## config.mk

```make
export PLATFORM = sky130hd
export DESIGN_NAME = pmc_power_mode_controller
export DESIGN_NICKNAME = d
export VERILOG_FILES = /design/src/core/pmc_pkg.sv /design/src/core/pmc_sync2.sv /design/src/core/pmc_cycle_divider.sv /design/src/core/pmc_power_mode_controller.sv
export SDC_FILE = /design/constraint.sdc
export NUM_CORES = 1
export LEC_CHECK = 0
export ABC_CLOCK_PERIOD_IN_PS = 2600
export BUFFER_PORTS_ARGS = -buffer_cell sky130_fd_sc_hd__buf_4
export CAP_MARGIN = 20
export CORE_MARGIN = 2
export CORE_UTILIZATION = 30
export DETAILED_ROUTE_END_ITERATION = 12
export GPL_ROUTABILITY_DRIVEN = 0
export HOLD_SLACK_MARGIN = 0.15
export SETUP_SLACK_MARGIN = 0.02
export SYNTH_ARGS = -nofsm -noshare
export SYNTH_HDL_FRONTEND = slang
export SYNTH_SLANG_ARGS = --single-unit
```

## constraint.sdc

```tcl
create_clock -name aclk -period 2.6 [get_ports aclk]
set_input_delay 0.39 -clock aclk [delete_from_list [all_inputs] [get_ports aclk]]
set_output_delay 0.39 -clock aclk [all_outputs]
set_load 0.03 [all_outputs]
```

## src/core/pmc_pkg.sv

```systemverilog
package pmc_pkg;

  // register map: printed offsets are indices, byte address is index * 4
  localparam logic [11:0] POWER_CONTROL_INDEX = 12'h087;
  localparam logic [11:0] STATUS_INDEX = 12'h088;
  localparam logic [11:0] POWER_CONTROL_ADDR = {POWER_CONTROL_INDEX[9:0], 2'h0};
  localparam logic [11:0] STATUS_ADDR = {STATUS_INDEX[9:0], 2'h0};

  // power_control field positions and reset value
  localparam int IDLE_ARM_POS = 0;
  localparam int PD_ARM_POS = 1;
  localparam int SLOW_POS = 4;
  localparam int IDLE_START_POS = 5;
  localparam int PD_START_POS = 6;
  localparam logic [7:0] POWER_CONTROL_RESET = 8'h00;

  // status register field positions
  localparam int ST_SLOW_POS = 0;
  localparam int ST_IDLE_POS = 1;
  localparam int ST_PD_POS = 2;
  localparam int ST_HARD_POWERDOWN_PIN_POS = 3;
  localparam int ST_BLOCK_PIN_POS = 4;
  localparam int ST_OSC_FLAG_POS = 5;

  // timing counts
  localparam int SLOW_DIV = 8;
  localparam int MC_CLKS = 12;
  localparam int HARD_POWERDOWN_PIN_RST_MCS = 2;

  // bus answers
  localparam logic [1:0] RESP_OKAY = 2'h0;
  localparam logic [1:0] RESP_SLVERR = 2'h2;

  typedef enum logic [5:0]
  {
    ST_RUN = 6'h01,
    ST_IDLE = 6'h02,
    ST_PD = 6'h04,
    ST_HARD_POWERDOWN_PIN_RST = 6'h08,
    ST_HARD_POWERDOWN_PIN_OFF = 6'h10,
    ST_HARD_POWERDOWN_PIN_START = 6'h20
  } pmc_state_t;

  typedef struct packed
  {
    logic cpu;
    logic periph;
    logic wdt;
    logic clkout;
  } pmc_clk_en_t;

  typedef struct packed
  {
    logic float_pins;
    logic hold_ports;
    logic addr_latch_high;
    logic prog_store_high;
  } pmc_pad_ctl_t;

endpackage

```

## src/core/pmc_sync2.sv

```systemverilog
`timescale 1ns/1ns
// two-flop synchroniser for pin levels
module pmc_sync2 #(
  parameter int W = 1,
  parameter logic [W-1:0] RESET_VAL = '0
) (
  input wire logic aclk,
  input wire logic aresetn,
  input wire logic [W-1:0] d,
  output logic [W-1:0] q
);

  logic [W-1:0] meta;

  // first stage feeds only the second stage
  always_ff @(posedge aclk)
  begin
    if (!aresetn)
    begin
      meta <= RESET_VAL;
      q <= RESET_VAL;
    end
    else
    begin
      meta <= d;
      q <= meta;
    end
  end

endmodule

```

## src/core/pmc_cycle_divider.sv

```systemverilog
`timescale 1ns/1ns
// oscillator-rate enable, slowed by eight, and machine-cycle enable
module pmc_cycle_divider #(
  parameter int SLOW_DIV = pmc_pkg::SLOW_DIV,
  parameter int MC_CLKS = pmc_pkg::MC_CLKS
) (
  input wire logic aclk,
  input wire logic aresetn,
  input wire logic run,
  input wire logic slow,
  output logic osc_tick,
  output logic mc_tick
);

  logic [3:0] div_cnt;
  logic [3:0] mc_cnt;
  wire div_end = (div_cnt == 4'(SLOW_DIV - 1));
  wire mc_end = (mc_cnt == 4'(MC_CLKS - 1));

  // every oscillator-derived rate is divided while slow
  assign osc_tick = run & (~slow | div_end);
  assign mc_tick = osc_tick & mc_end;

  // divider counters only move while the oscillator runs
  always_ff @(posedge aclk)
  begin
    if (!aresetn)
    begin
      div_cnt <= 4'h0;
      mc_cnt <= 4'h0;
    end
    else if (run)
    begin
      div_cnt <= (div_end | ~slow) ? 4'h0 : div_cnt + 4'h1;
      if (osc_tick)
        mc_cnt <= mc_end ? 4'h0 : mc_cnt + 4'h1;
    end
  end

endmodule

```

## src/core/pmc_power_mode_controller.sv

```systemverilog
// The AXI4-Lite slave port was decided locally.
`timescale 1ns/1ns
module pmc_power_mode_controller (
  input wire logic aclk,
  input wire logic aresetn,
  input wire logic [11:0] s_axi_awaddr,
  input wire logic s_axi_awvalid,
  output logic s_axi_awready,
  input wire logic [31:0] s_axi_wdata,
  input wire logic [3:0] s_axi_wstrb,
  input wire logic s_axi_wvalid,
  output logic s_axi_wready,
  output logic [1:0] s_axi_bresp,
  output logic s_axi_bvalid,
  input wire logic s_axi_bready,
  input wire logic [11:0] s_axi_araddr,
  input wire logic s_axi_arvalid,
  output logic s_axi_arready,
  output logic [31:0] s_axi_rdata,
  output logic [1:0] s_axi_rresp,
  output logic s_axi_rvalid,
  input wire logic s_axi_rready,
  input wire logic instr_done,
  input wire logic irq_pending,
  input wire logic save_block_autodog_pin,
  input wire logic hard_powerdown_pin_n,
  input wire logic osc_watchdog_enable_pin,
  input wire logic reset_pin_n,
  input wire logic main_osc_running,
  output pmc_pkg::pmc_clk_en_t clk_en,
  output pmc_pkg::pmc_pad_ctl_t pad_ctl,
  output logic main_osc_en,
  output logic rc_osc_en,
  output logic clk_from_rc,
  output logic internal_reset,
  output logic wdt_stop,
  output logic wdt_autostart,
  output logic idle_resume
);

  //////////////////////////////////////////////////////////////////////////
  // pin synchronisers

  logic [4:0] pins_s;
  logic block_s;
  logic hard_powerdown_pin_n_s;
  logic owe_s;
  logic rst_pin_n_s;
  logic osc_run_s;

  pmc_sync2 #(
    .W(5),
    .RESET_VAL(5'h1E)
  ) u_sync (
    .aclk(aclk),
    .aresetn(aresetn),
    .d({main_osc_running, reset_pin_n, osc_watchdog_enable_pin,
        hard_powerdown_pin_n, save_block_autodog_pin}),
    .q(pins_s)
  );

  // named views of synchronised pins
  assign block_s = pins_s[0];
  assign hard_powerdown_pin_n_s = pins_s[1];
  assign owe_s = pins_s[2];
  assign rst_pin_n_s = pins_s[3];
  assign osc_run_s = pins_s[4];

  //////////////////////////////////////////////////////////////////////////
  // state and control registers

  pmc_pkg::pmc_state_t state;
  pmc_pkg::pmc_state_t next_state;
  logic slow_sel;
  logic slow_active;
  logic idle_armed;
  logic pd_armed;
  logic [1:0] hard_powerdown_pin_cnt;
  logic osc_flag;
  logic int_rst_q;
  logic [1:0] settle;
  logic rst_hold;

  logic osc_tick;
  logic mc_tick;
  logic osc_on;

  // oscillator keeps running except in the stopped states
  assign osc_on = (state == pmc_pkg::ST_RUN) |
                  (state == pmc_pkg::ST_IDLE) |
                  (state == pmc_pkg::ST_HARD_POWERDOWN_PIN_RST);

  pmc_cycle_divider #(
    .SLOW_DIV(pmc_pkg::SLOW_DIV),
    .MC_CLKS(pmc_pkg::MC_CLKS)
  ) u_div (
    .aclk(aclk),
    .aresetn(aresetn),
    .run(osc_on),
    .slow(slow_active),
    .osc_tick(osc_tick),
    .mc_tick(mc_tick)
  );

  //////////////////////////////////////////////////////////////////////////
  // register bus decode

  function automatic logic is_addr(input logic [11:0] a,
                                   input logic [11:0] reg_addr);
    is_addr = ({a[11:2], 2'h0} == reg_addr);
  endfunction

  logic aw_hold;
  logic w_hold;
  logic [11:0] aw_addr_q;
  logic [31:0] w_data_q;
  logic [3:0] w_strb_q;
  logic do_write;
  logic wr_power_control;
  logic wr_known;
  logic [7:0] wd;
  logic rd_take;
  logic [31:0] rd_mux;
  logic rd_known;
  logic [7:0] power_control_view;
  logic [7:0] status_view;
  logic hard_powerdown_pin_any;

  // write completes once both address and data are held
  assign do_write = aw_hold & w_hold & ~s_axi_bvalid;
  assign wr_known = is_addr(aw_addr_q, pmc_pkg::POWER_CONTROL_ADDR) |
                    is_addr(aw_addr_q, pmc_pkg::STATUS_ADDR);
  assign wr_power_control = do_write & w_strb_q[0] &
                   is_addr(aw_addr_q, pmc_pkg::POWER_CONTROL_ADDR) &
                   ~internal_reset;
  assign wd = w_data_q[7:0];
  assign s_axi_awready = ~aw_hold & ~s_axi_bvalid;
  assign s_axi_wready = ~w_hold & ~s_axi_bvalid;
  assign s_axi_arready = ~s_axi_rvalid;
  assign rd_take = s_axi_arvalid & s_axi_arready;

  // arm and start bits read back as zero once used
  assign power_control_view = ({7'h00, idle_armed} << pmc_pkg::IDLE_ARM_POS) |
                     ({7'h00, pd_armed} << pmc_pkg::PD_ARM_POS) |
                     ({7'h00, slow_sel} << pmc_pkg::SLOW_POS);
  assign status_view =
    ({7'h00, slow_active} << pmc_pkg::ST_SLOW_POS) |
    ({7'h00, state == pmc_pkg::ST_IDLE} << pmc_pkg::ST_IDLE_POS) |
    ({7'h00, state == pmc_pkg::ST_PD} << pmc_pkg::ST_PD_POS) |
    ({7'h00, hard_powerdown_pin_any} << pmc_pkg::ST_HARD_POWERDOWN_PIN_POS) |
    ({7'h00, block_s} << pmc_pkg::ST_BLOCK_PIN_POS) |
    ({7'h00, osc_flag} << pmc_pkg::ST_OSC_FLAG_POS);
  assign rd_known = is_addr(s_axi_araddr, pmc_pkg::POWER_CONTROL_ADDR) |
                    is_addr(s_axi_araddr, pmc_pkg::STATUS_ADDR);
  assign rd_mux =
    is_addr(s_axi_araddr, pmc_pkg::POWER_CONTROL_ADDR) ? {24'h00_0000, power_control_view} :
    is_addr(s_axi_araddr, pmc_pkg::STATUS_ADDR) ?
      {24'h00_0000, status_view} : 32'h0000_0000;

  // write channel holding registers and response
  always_ff @(posedge aclk)
  begin
    if (!aresetn)
    begin
      aw_hold <= 1'b0;
      w_hold <= 1'b0;
      aw_addr_q <= 12'h000;
      w_data_q <= 32'h0000_0000;
      w_strb_q <= 4'h0;
      s_axi_bvalid <= 1'b0;
      s_axi_bresp <= pmc_pkg::RESP_OKAY;
    end
    else
    begin
      if (s_axi_awvalid & s_axi_awready)
      begin
        aw_hold <= 1'b1;
        aw_addr_q <= s_axi_awaddr;
      end
      if (s_axi_wvalid & s_axi_wready)
      begin
        w_hold <= 1'b1;
        w_data_q <= s_axi_wdata;
        w_strb_q <= s_axi_wstrb;
      end
      if (do_write)
      begin
        aw_hold <= 1'b0;
        w_hold <= 1'b0;
        s_axi_bvalid <= 1'b1;
        s_axi_bresp <= wr_known ? pmc_pkg::RESP_OKAY
                                : pmc_pkg::RESP_SLVERR;
      end
      else if (s_axi_bvalid & s_axi_bready)
        s_axi_bvalid <= 1'b0;
    end
  end

  // read channel answers one cycle after the address is taken
  always_ff @(posedge aclk)
  begin
    if (!aresetn)
    begin
      s_axi_rvalid <= 1'b0;
      s_axi_rdata <= 32'h0000_0000;
      s_axi_rresp <= pmc_pkg::RESP_OKAY;
    end
    else if (rd_take)
    begin
      s_axi_rvalid <= 1'b1;
      s_axi_rdata <= rd_mux;
      s_axi_rresp <= rd_known ? pmc_pkg::RESP_OKAY : pmc_pkg::RESP_SLVERR;
    end
    else if (s_axi_rvalid & s_axi_rready)
      s_axi_rvalid <= 1'b0;
  end

  //////////////////////////////////////////////////////////////////////////
  // software entry sequences

  logic sw_allowed;
  logic idle_go;
  logic pd_go;
  logic rst_pin_act;

  assign sw_allowed = ~block_s;
  assign idle_go = wr_power_control & wd[pmc_pkg::IDLE_START_POS] & idle_armed &
                   sw_allowed & (state == pmc_pkg::ST_RUN);
  assign pd_go = wr_power_control & wd[pmc_pkg::PD_START_POS] & pd_armed &
                 sw_allowed & (state == pmc_pkg::ST_RUN);
  assign hard_powerdown_pin_any = (state == pmc_pkg::ST_HARD_POWERDOWN_PIN_RST) |
                    (state == pmc_pkg::ST_HARD_POWERDOWN_PIN_OFF) |
                    (state == pmc_pkg::ST_HARD_POWERDOWN_PIN_START);
  assign rst_pin_act = ~rst_pin_n_s;

  // arm flags live for one instruction; the start write clears them
  always_ff @(posedge aclk)
  begin
    if (!aresetn || internal_reset)
    begin
      idle_armed <= pmc_pkg::POWER_CONTROL_RESET[pmc_pkg::IDLE_ARM_POS];
      pd_armed <= pmc_pkg::POWER_CONTROL_RESET[pmc_pkg::PD_ARM_POS];
      slow_sel <= pmc_pkg::POWER_CONTROL_RESET[pmc_pkg::SLOW_POS];
    end
    else if (wr_power_control)
    begin
      idle_armed <= wd[pmc_pkg::IDLE_ARM_POS] &
                    ~wd[pmc_pkg::IDLE_START_POS];
      pd_armed <= wd[pmc_pkg::PD_ARM_POS] &
                  ~wd[pmc_pkg::PD_START_POS];
      slow_sel <= wd[pmc_pkg::SLOW_POS];
    end
    else if (instr_done)
    begin
      idle_armed <= 1'b0;
      pd_armed <= 1'b0;
    end
  end

  // slow-down follows the control bit at a machine-cycle boundary
  always_ff @(posedge aclk)
  begin
    if (!aresetn || internal_reset)
      slow_active <= 1'b0;
    else if (mc_tick)
      slow_active <= slow_sel & sw_allowed;
  end

  //////////////////////////////////////////////////////////////////////////
  // mode sequencer

  always_comb
  begin
    next_state = state;
    case (state)
      pmc_pkg::ST_RUN:
      begin
        if (mc_tick & ~hard_powerdown_pin_n_s & ~rst_pin_act)
          next_state = pmc_pkg::ST_HARD_POWERDOWN_PIN_RST;
        else if (pd_go)
          next_state = pmc_pkg::ST_PD;
        else if (idle_go)
          next_state = pmc_pkg::ST_IDLE;
      end
      pmc_pkg::ST_IDLE:
      begin
        if (rst_pin_act)
          next_state = pmc_pkg::ST_RUN;
        else if (mc_tick & ~hard_powerdown_pin_n_s)
          next_state = pmc_pkg::ST_HARD_POWERDOWN_PIN_RST;
        else if (irq_pending)
          next_state = pmc_pkg::ST_RUN;
      end
      pmc_pkg::ST_PD:
      begin
        if (rst_pin_act)
          next_state = pmc_pkg::ST_RUN;
      end
      pmc_pkg::ST_HARD_POWERDOWN_PIN_RST:
      begin
        if (rst_pin_act)
          next_state = pmc_pkg::ST_RUN;
        else if (mc_tick && hard_powerdown_pin_cnt == 2'(pmc_pkg::HARD_POWERDOWN_PIN_RST_MCS - 1))
          next_state = pmc_pkg::ST_HARD_POWERDOWN_PIN_OFF;
      end
      pmc_pkg::ST_HARD_POWERDOWN_PIN_OFF:
      begin
        if (rst_pin_act)
          next_state = pmc_pkg::ST_RUN;
        else if (hard_powerdown_pin_n_s)
          next_state = pmc_pkg::ST_HARD_POWERDOWN_PIN_START;
      end
      pmc_pkg::ST_HARD_POWERDOWN_PIN_START:
      begin
        if (rst_pin_act || osc_run_s)
          next_state = pmc_pkg::ST_RUN;
      end
      default:
        next_state = pmc_pkg::ST_RUN;
    endcase
  end

  // state register, internal reset counter and idle wake pulse
  always_ff @(posedge aclk)
  begin
    if (!aresetn)
    begin
      state <= pmc_pkg::ST_RUN;
      hard_powerdown_pin_cnt <= 2'h0;
      idle_resume <= 1'b0;
    end
    else
    begin
      state <= next_state;
      idle_resume <= (state == pmc_pkg::ST_IDLE) &
                     (next_state == pmc_pkg::ST_RUN) & ~rst_pin_act;
      if (state != pmc_pkg::ST_HARD_POWERDOWN_PIN_RST)
        hard_powerdown_pin_cnt <= 2'h0;
      else if (mc_tick)
        hard_powerdown_pin_cnt <= hard_powerdown_pin_cnt + 2'h1;
    end
  end

  //////////////////////////////////////////////////////////////////////////
  // reset, watchdog and oscillator watchdog flag

  // pin reset acts at once; two machine cycles of pin hold suffice
  assign internal_reset = rst_pin_act |
                          (state == pmc_pkg::ST_HARD_POWERDOWN_PIN_RST) |
                          (state == pmc_pkg::ST_HARD_POWERDOWN_PIN_START);
  assign wdt_stop = internal_reset;

  // pin views need two edges after aresetn, so count that as reset too
  assign rst_hold = internal_reset | ~settle[1];

  // autostart only at reset release, never on later pin changes
  always_ff @(posedge aclk)
  begin
    if (!aresetn)
    begin
      settle <= 2'h0;
      int_rst_q <= 1'b1;
      wdt_autostart <= 1'b0;
    end
    else
    begin
      settle <= {settle[0], 1'b1};
      int_rst_q <= rst_hold;
      wdt_autostart <= int_rst_q & ~rst_hold & block_s;
    end
  end

  // set on oscillator loss while running, cleared by start-up release
  always_ff @(posedge aclk)
  begin
    if (!aresetn)
      osc_flag <= 1'b0;
    else if (state == pmc_pkg::ST_RUN && !osc_run_s && owe_s)
      osc_flag <= 1'b1;
    else if (state == pmc_pkg::ST_HARD_POWERDOWN_PIN_START && osc_run_s)
      osc_flag <= 1'b0;
  end

  //////////////////////////////////////////////////////////////////////////
  // clock enables, oscillators and pads

  assign clk_en.cpu = osc_tick & (state == pmc_pkg::ST_RUN);
  assign clk_en.periph = osc_tick & (state != pmc_pkg::ST_HARD_POWERDOWN_PIN_RST) &
                         ((state == pmc_pkg::ST_RUN) |
                          (state == pmc_pkg::ST_IDLE));
  assign clk_en.wdt = osc_tick & (state == pmc_pkg::ST_RUN);
  assign clk_en.clkout = osc_tick;

  // both oscillators stop in power-down and in the hardware power-down off state
  assign main_osc_en = (state == pmc_pkg::ST_HARD_POWERDOWN_PIN_START) ? owe_s :
                       osc_on;
  assign rc_osc_en = owe_s & (state != pmc_pkg::ST_PD) &
                     (state != pmc_pkg::ST_HARD_POWERDOWN_PIN_OFF);
  assign clk_from_rc = (state == pmc_pkg::ST_HARD_POWERDOWN_PIN_START);

  assign pad_ctl.float_pins = (state == pmc_pkg::ST_HARD_POWERDOWN_PIN_OFF);
  assign pad_ctl.hold_ports = (state == pmc_pkg::ST_IDLE) |
                              (state == pmc_pkg::ST_PD);
  assign pad_ctl.addr_latch_high = (state == pmc_pkg::ST_IDLE);
  assign pad_ctl.prog_store_high = (state == pmc_pkg::ST_IDLE);

endmodule

```

==> metrics.cfg <==
[clocking]
cts_tree=done
post_cts_buffers=0
cts-htree-levels=3
clock_path_buffers=2
postCtsHoldBufs=0
cts_made_buffers=9
cts-root-buf=clkbuf_8
clk_pin_slew_ns=0.07
clkLatencyLatePin_ns=0.34
clock_sinks=64

[synth]
postSynthAreaPerCell_sq_um=8.893
ys_top_cells_by_count=dfxtp_1, nand2_1, buf_4, nor2_1
syn_area_sq_mm=0.003059
synth_top_area_share_pct=41.88
yosys_warnings=0
synth-simple-area-share_pct=28.92
synth_compound_area_share_pct=12.97
ys_types=51
synth-seq-cells=64
muxShareOfSynthArea_pct=1.963
synth_fa_ha_area_share_pct=1.227
yosys-top-cells-area=dfxtp_1, buf_4, nand2_1, a21boi_0, nand2b_1
synthCells=344
ys_seq_area_share_pct=41.88
synth_top_family_by_area=simple AND/OR/NAND/NOR gates
synth_xor_area_share_pct=2.004
synth_edf_count=0
synth_top_flop_cell=dfxtp_1
yosysTopAreaCell=dfxtp_1
yosysMostFrequentCell=dfxtp_1
postSynth.asyncResetShare_pct=0

[sta]
fin_worst_skew_ns=0.005884
min_period_ns=2.508
fin_setup_tns_ns=0
tightest_slew_ns=0.6231
fmax_ghz=0.3988
finalHoldViolations=0
report.final.slew_viol_count=0
relSlewSlack_pct=58.08
rsz0062_at_grt=false
finalCritPeriodShare_pct=96.45
fin_ws_ns=0.09236
setup_violations=0

[cells_and_area]
layout-drive-gt1-share_pct=24.82
nets=487
diodes=0
final_area_sq_mm=0.003761
area_growth_pct=22.94

[worst_setup_path]
cp-end-kind=output pin
cpPeakStageDelay_ns=0.57
r2r_setup_slack_ns=0.60
regToRegEndpoint=idle_resume$_SDFF_PN0_
reg2reg_depth=5
worstPathRequired_ns=2.21
cp_max_fo=8
critPathLaunch=state[5]$_SDFF_PN0_
crit_path_top_delay_cell=or4_4
crit_chain=or4_4, or3b_4, and3_1, buf_4
r2r_start=s_axi_bvalid$_SDFFE_PN0P_
cp.arrival_ns=2.12
critPathLaunchType=flop
criticalPathCategory=flop to output pin

[floorplanning]
die_x_um=105.0
fp-row-count=36
die-area_sq_mm=0.01102
fp.dieH_um=105.0
initial_core_util_pct=31.15
io-pin-count=130
core_area_sq_mm=0.009819

[hold_path]
hold_start=osc_watchdog_enable_pin
worstHoldEndpoint=u_sync.meta[2]$_SDFF_PN1_
hp-class=input port to flop
whs_path_depth=2

[global_route]
antenna_found_initial=0
grt_max_degree=51
grt_pass1_vias=2312
grt_use_total_pct=12.46
grt_pass1_wl_um=11080
grt.overflow.total=0

[drt]
drt_iter0_drc=106
route.vias.total=2462
final_antenna_net_count=0
route.detailed.drc=0
met3_length_um=499
top_layer_used=met4
first_pass_iters=4
wl_met2_um=3199
drt_wl_total_um=6838
wl_per_cell_um=12.48
vias_per_cell=4.493
wl_met1_um=3070

[placement]
place_ws_ns=0.4420
dpl_cell_area_sq_mm=0.003572
dp_hpwl_um=5160
port_buffers=67

[power_and_ir_drop]
p_leak_uw=0.001507
ir_drop_mv=0.2865
p_per_area_mw_per_mm2=561.1

[job]
cap_violations=0

[run_status]
status=finished clean

## logic make-up after synthesis
group	Yosys count
other	1
DFF	64
muxes	6
xor gates and xnor gates	7
buffers and inverters	52
adders and majority gates	3
AOI/OAI and AO/OA	56
and+or+nand+nor	155
## worst max path at each step
stage,endpoint,cells after the start
after floorplan,clk_en[3],6
after detailed placement,clk_en[2],4
after CTS,clk_en[2],4
after global routing,clk_en[2],4
final,clk_en[2],4
after global placement,clk_en[2],4
## final cells by class
cell class	instances	area, sq um
clock buffers	10	127.6
clock inverters	6	60.06
fillers	1035	6058
inverters	7	26.28
multi-input cells	255	1550
flip-flops and latches	64	1282
well taps	133	166.4
repair buffers	73	548.0
## layout by cell type, fill, tap and decap left out, types with 2 or more instances in the layout
| master | count |
|---|---|
| and2_1 | 7 |
| nor4_2 | 3 |
| or4_1 | 3 |
| conb_1 | 28 |
| xor2_1 | 2 |
| nor4_1 | 3 |
| a222oi_1 | 3 |
| clkbuf_8 | 9 |
| nand2_1 | 44 |
| o211ai_1 | 3 |
| nor3b_1 | 6 |
| buf_4 | 73 |
| nor2_1 | 18 |
| nor3_1 | 6 |
| nand3b_1 | 10 |
| a211oi_1 | 3 |
| dfxtp_1 | 63 |
| clkinv_2 | 3 |
| nand4b_1 | 4 |
| xnor2_1 | 5 |
| nor2b_1 | 15 |
| a21oi_1 | 11 |
| o211a_1 | 2 |
| or4_4 | 2 |
| nand2b_1 | 15 |
| a21boi_0 | 15 |
| a22oi_1 | 2 |
| mux2i_1 | 6 |
| nand3_1 | 7 |
| clkinvlp_4 | 2 |
| o21ai_0 | 10 |
| inv_1 | 7 |
| ha_1 | 3 |
## registers in the layout, indices dropped and copies added, names as in the netlist, 2 cells and up
| register | cells |
|---|---|
| aw_addr_q | 10 |
| s_axi_rdata | 6 |
| state | 6 |
| u_sync.meta | 5 |
| u_sync.q | 5 |
| w_data_q | 5 |
| u_div.div_cnt | 4 |
| u_div.mc_cnt | 4 |
| hard_powerdown_pin_cnt | 2 |
| settle | 2 |
## report_power, final
group	internal, uW	switching [uW]	total (uW)
logic	96.2	151	247
registers	1020	25.0	1050
clock network	437	381	818
total	1550	557	2110
## metal layers
metal	track usage, %	vias to the layer above
li1	-	1265
met1	14.74	1110
met2	21.15	79
met3	4.991	8
met4	2.857	0
met5	0	-
## critical path: cells and delay by family (launching register included)
kind                   cells  cell delay (ns)
AND/OR/NAND/NOR            3             1.22
buffers and inverters      1             0.17
flip-flops                 1             0.38
## what timing repair did
item	CTS	global route
resized for setup	0	1
setup endpoints to repair	0	1
endpoints found under the hold margin	0	0
## per-stage QoR
| stage | std cells | power [uW] | util (%) | hold WS [ns] |
|---|---|---|---|---|
| after floorplan | 371 | 1261 | - | 0.3639 |
| after global placement | 532 | 1313 | 36.38 | 0.3761 |
| after detailed placement | 532 | 1316 | 36.38 | 0.3771 |
| after CTS | 548 | 2144 | 38.29 | 0.2227 |
| after global routing | 548 | 2201 | 38.30 | 0.2239 |
| final | 548 | 2111 | 38.30 | 0.2378 |
Power figures use the tool's default switching activity.
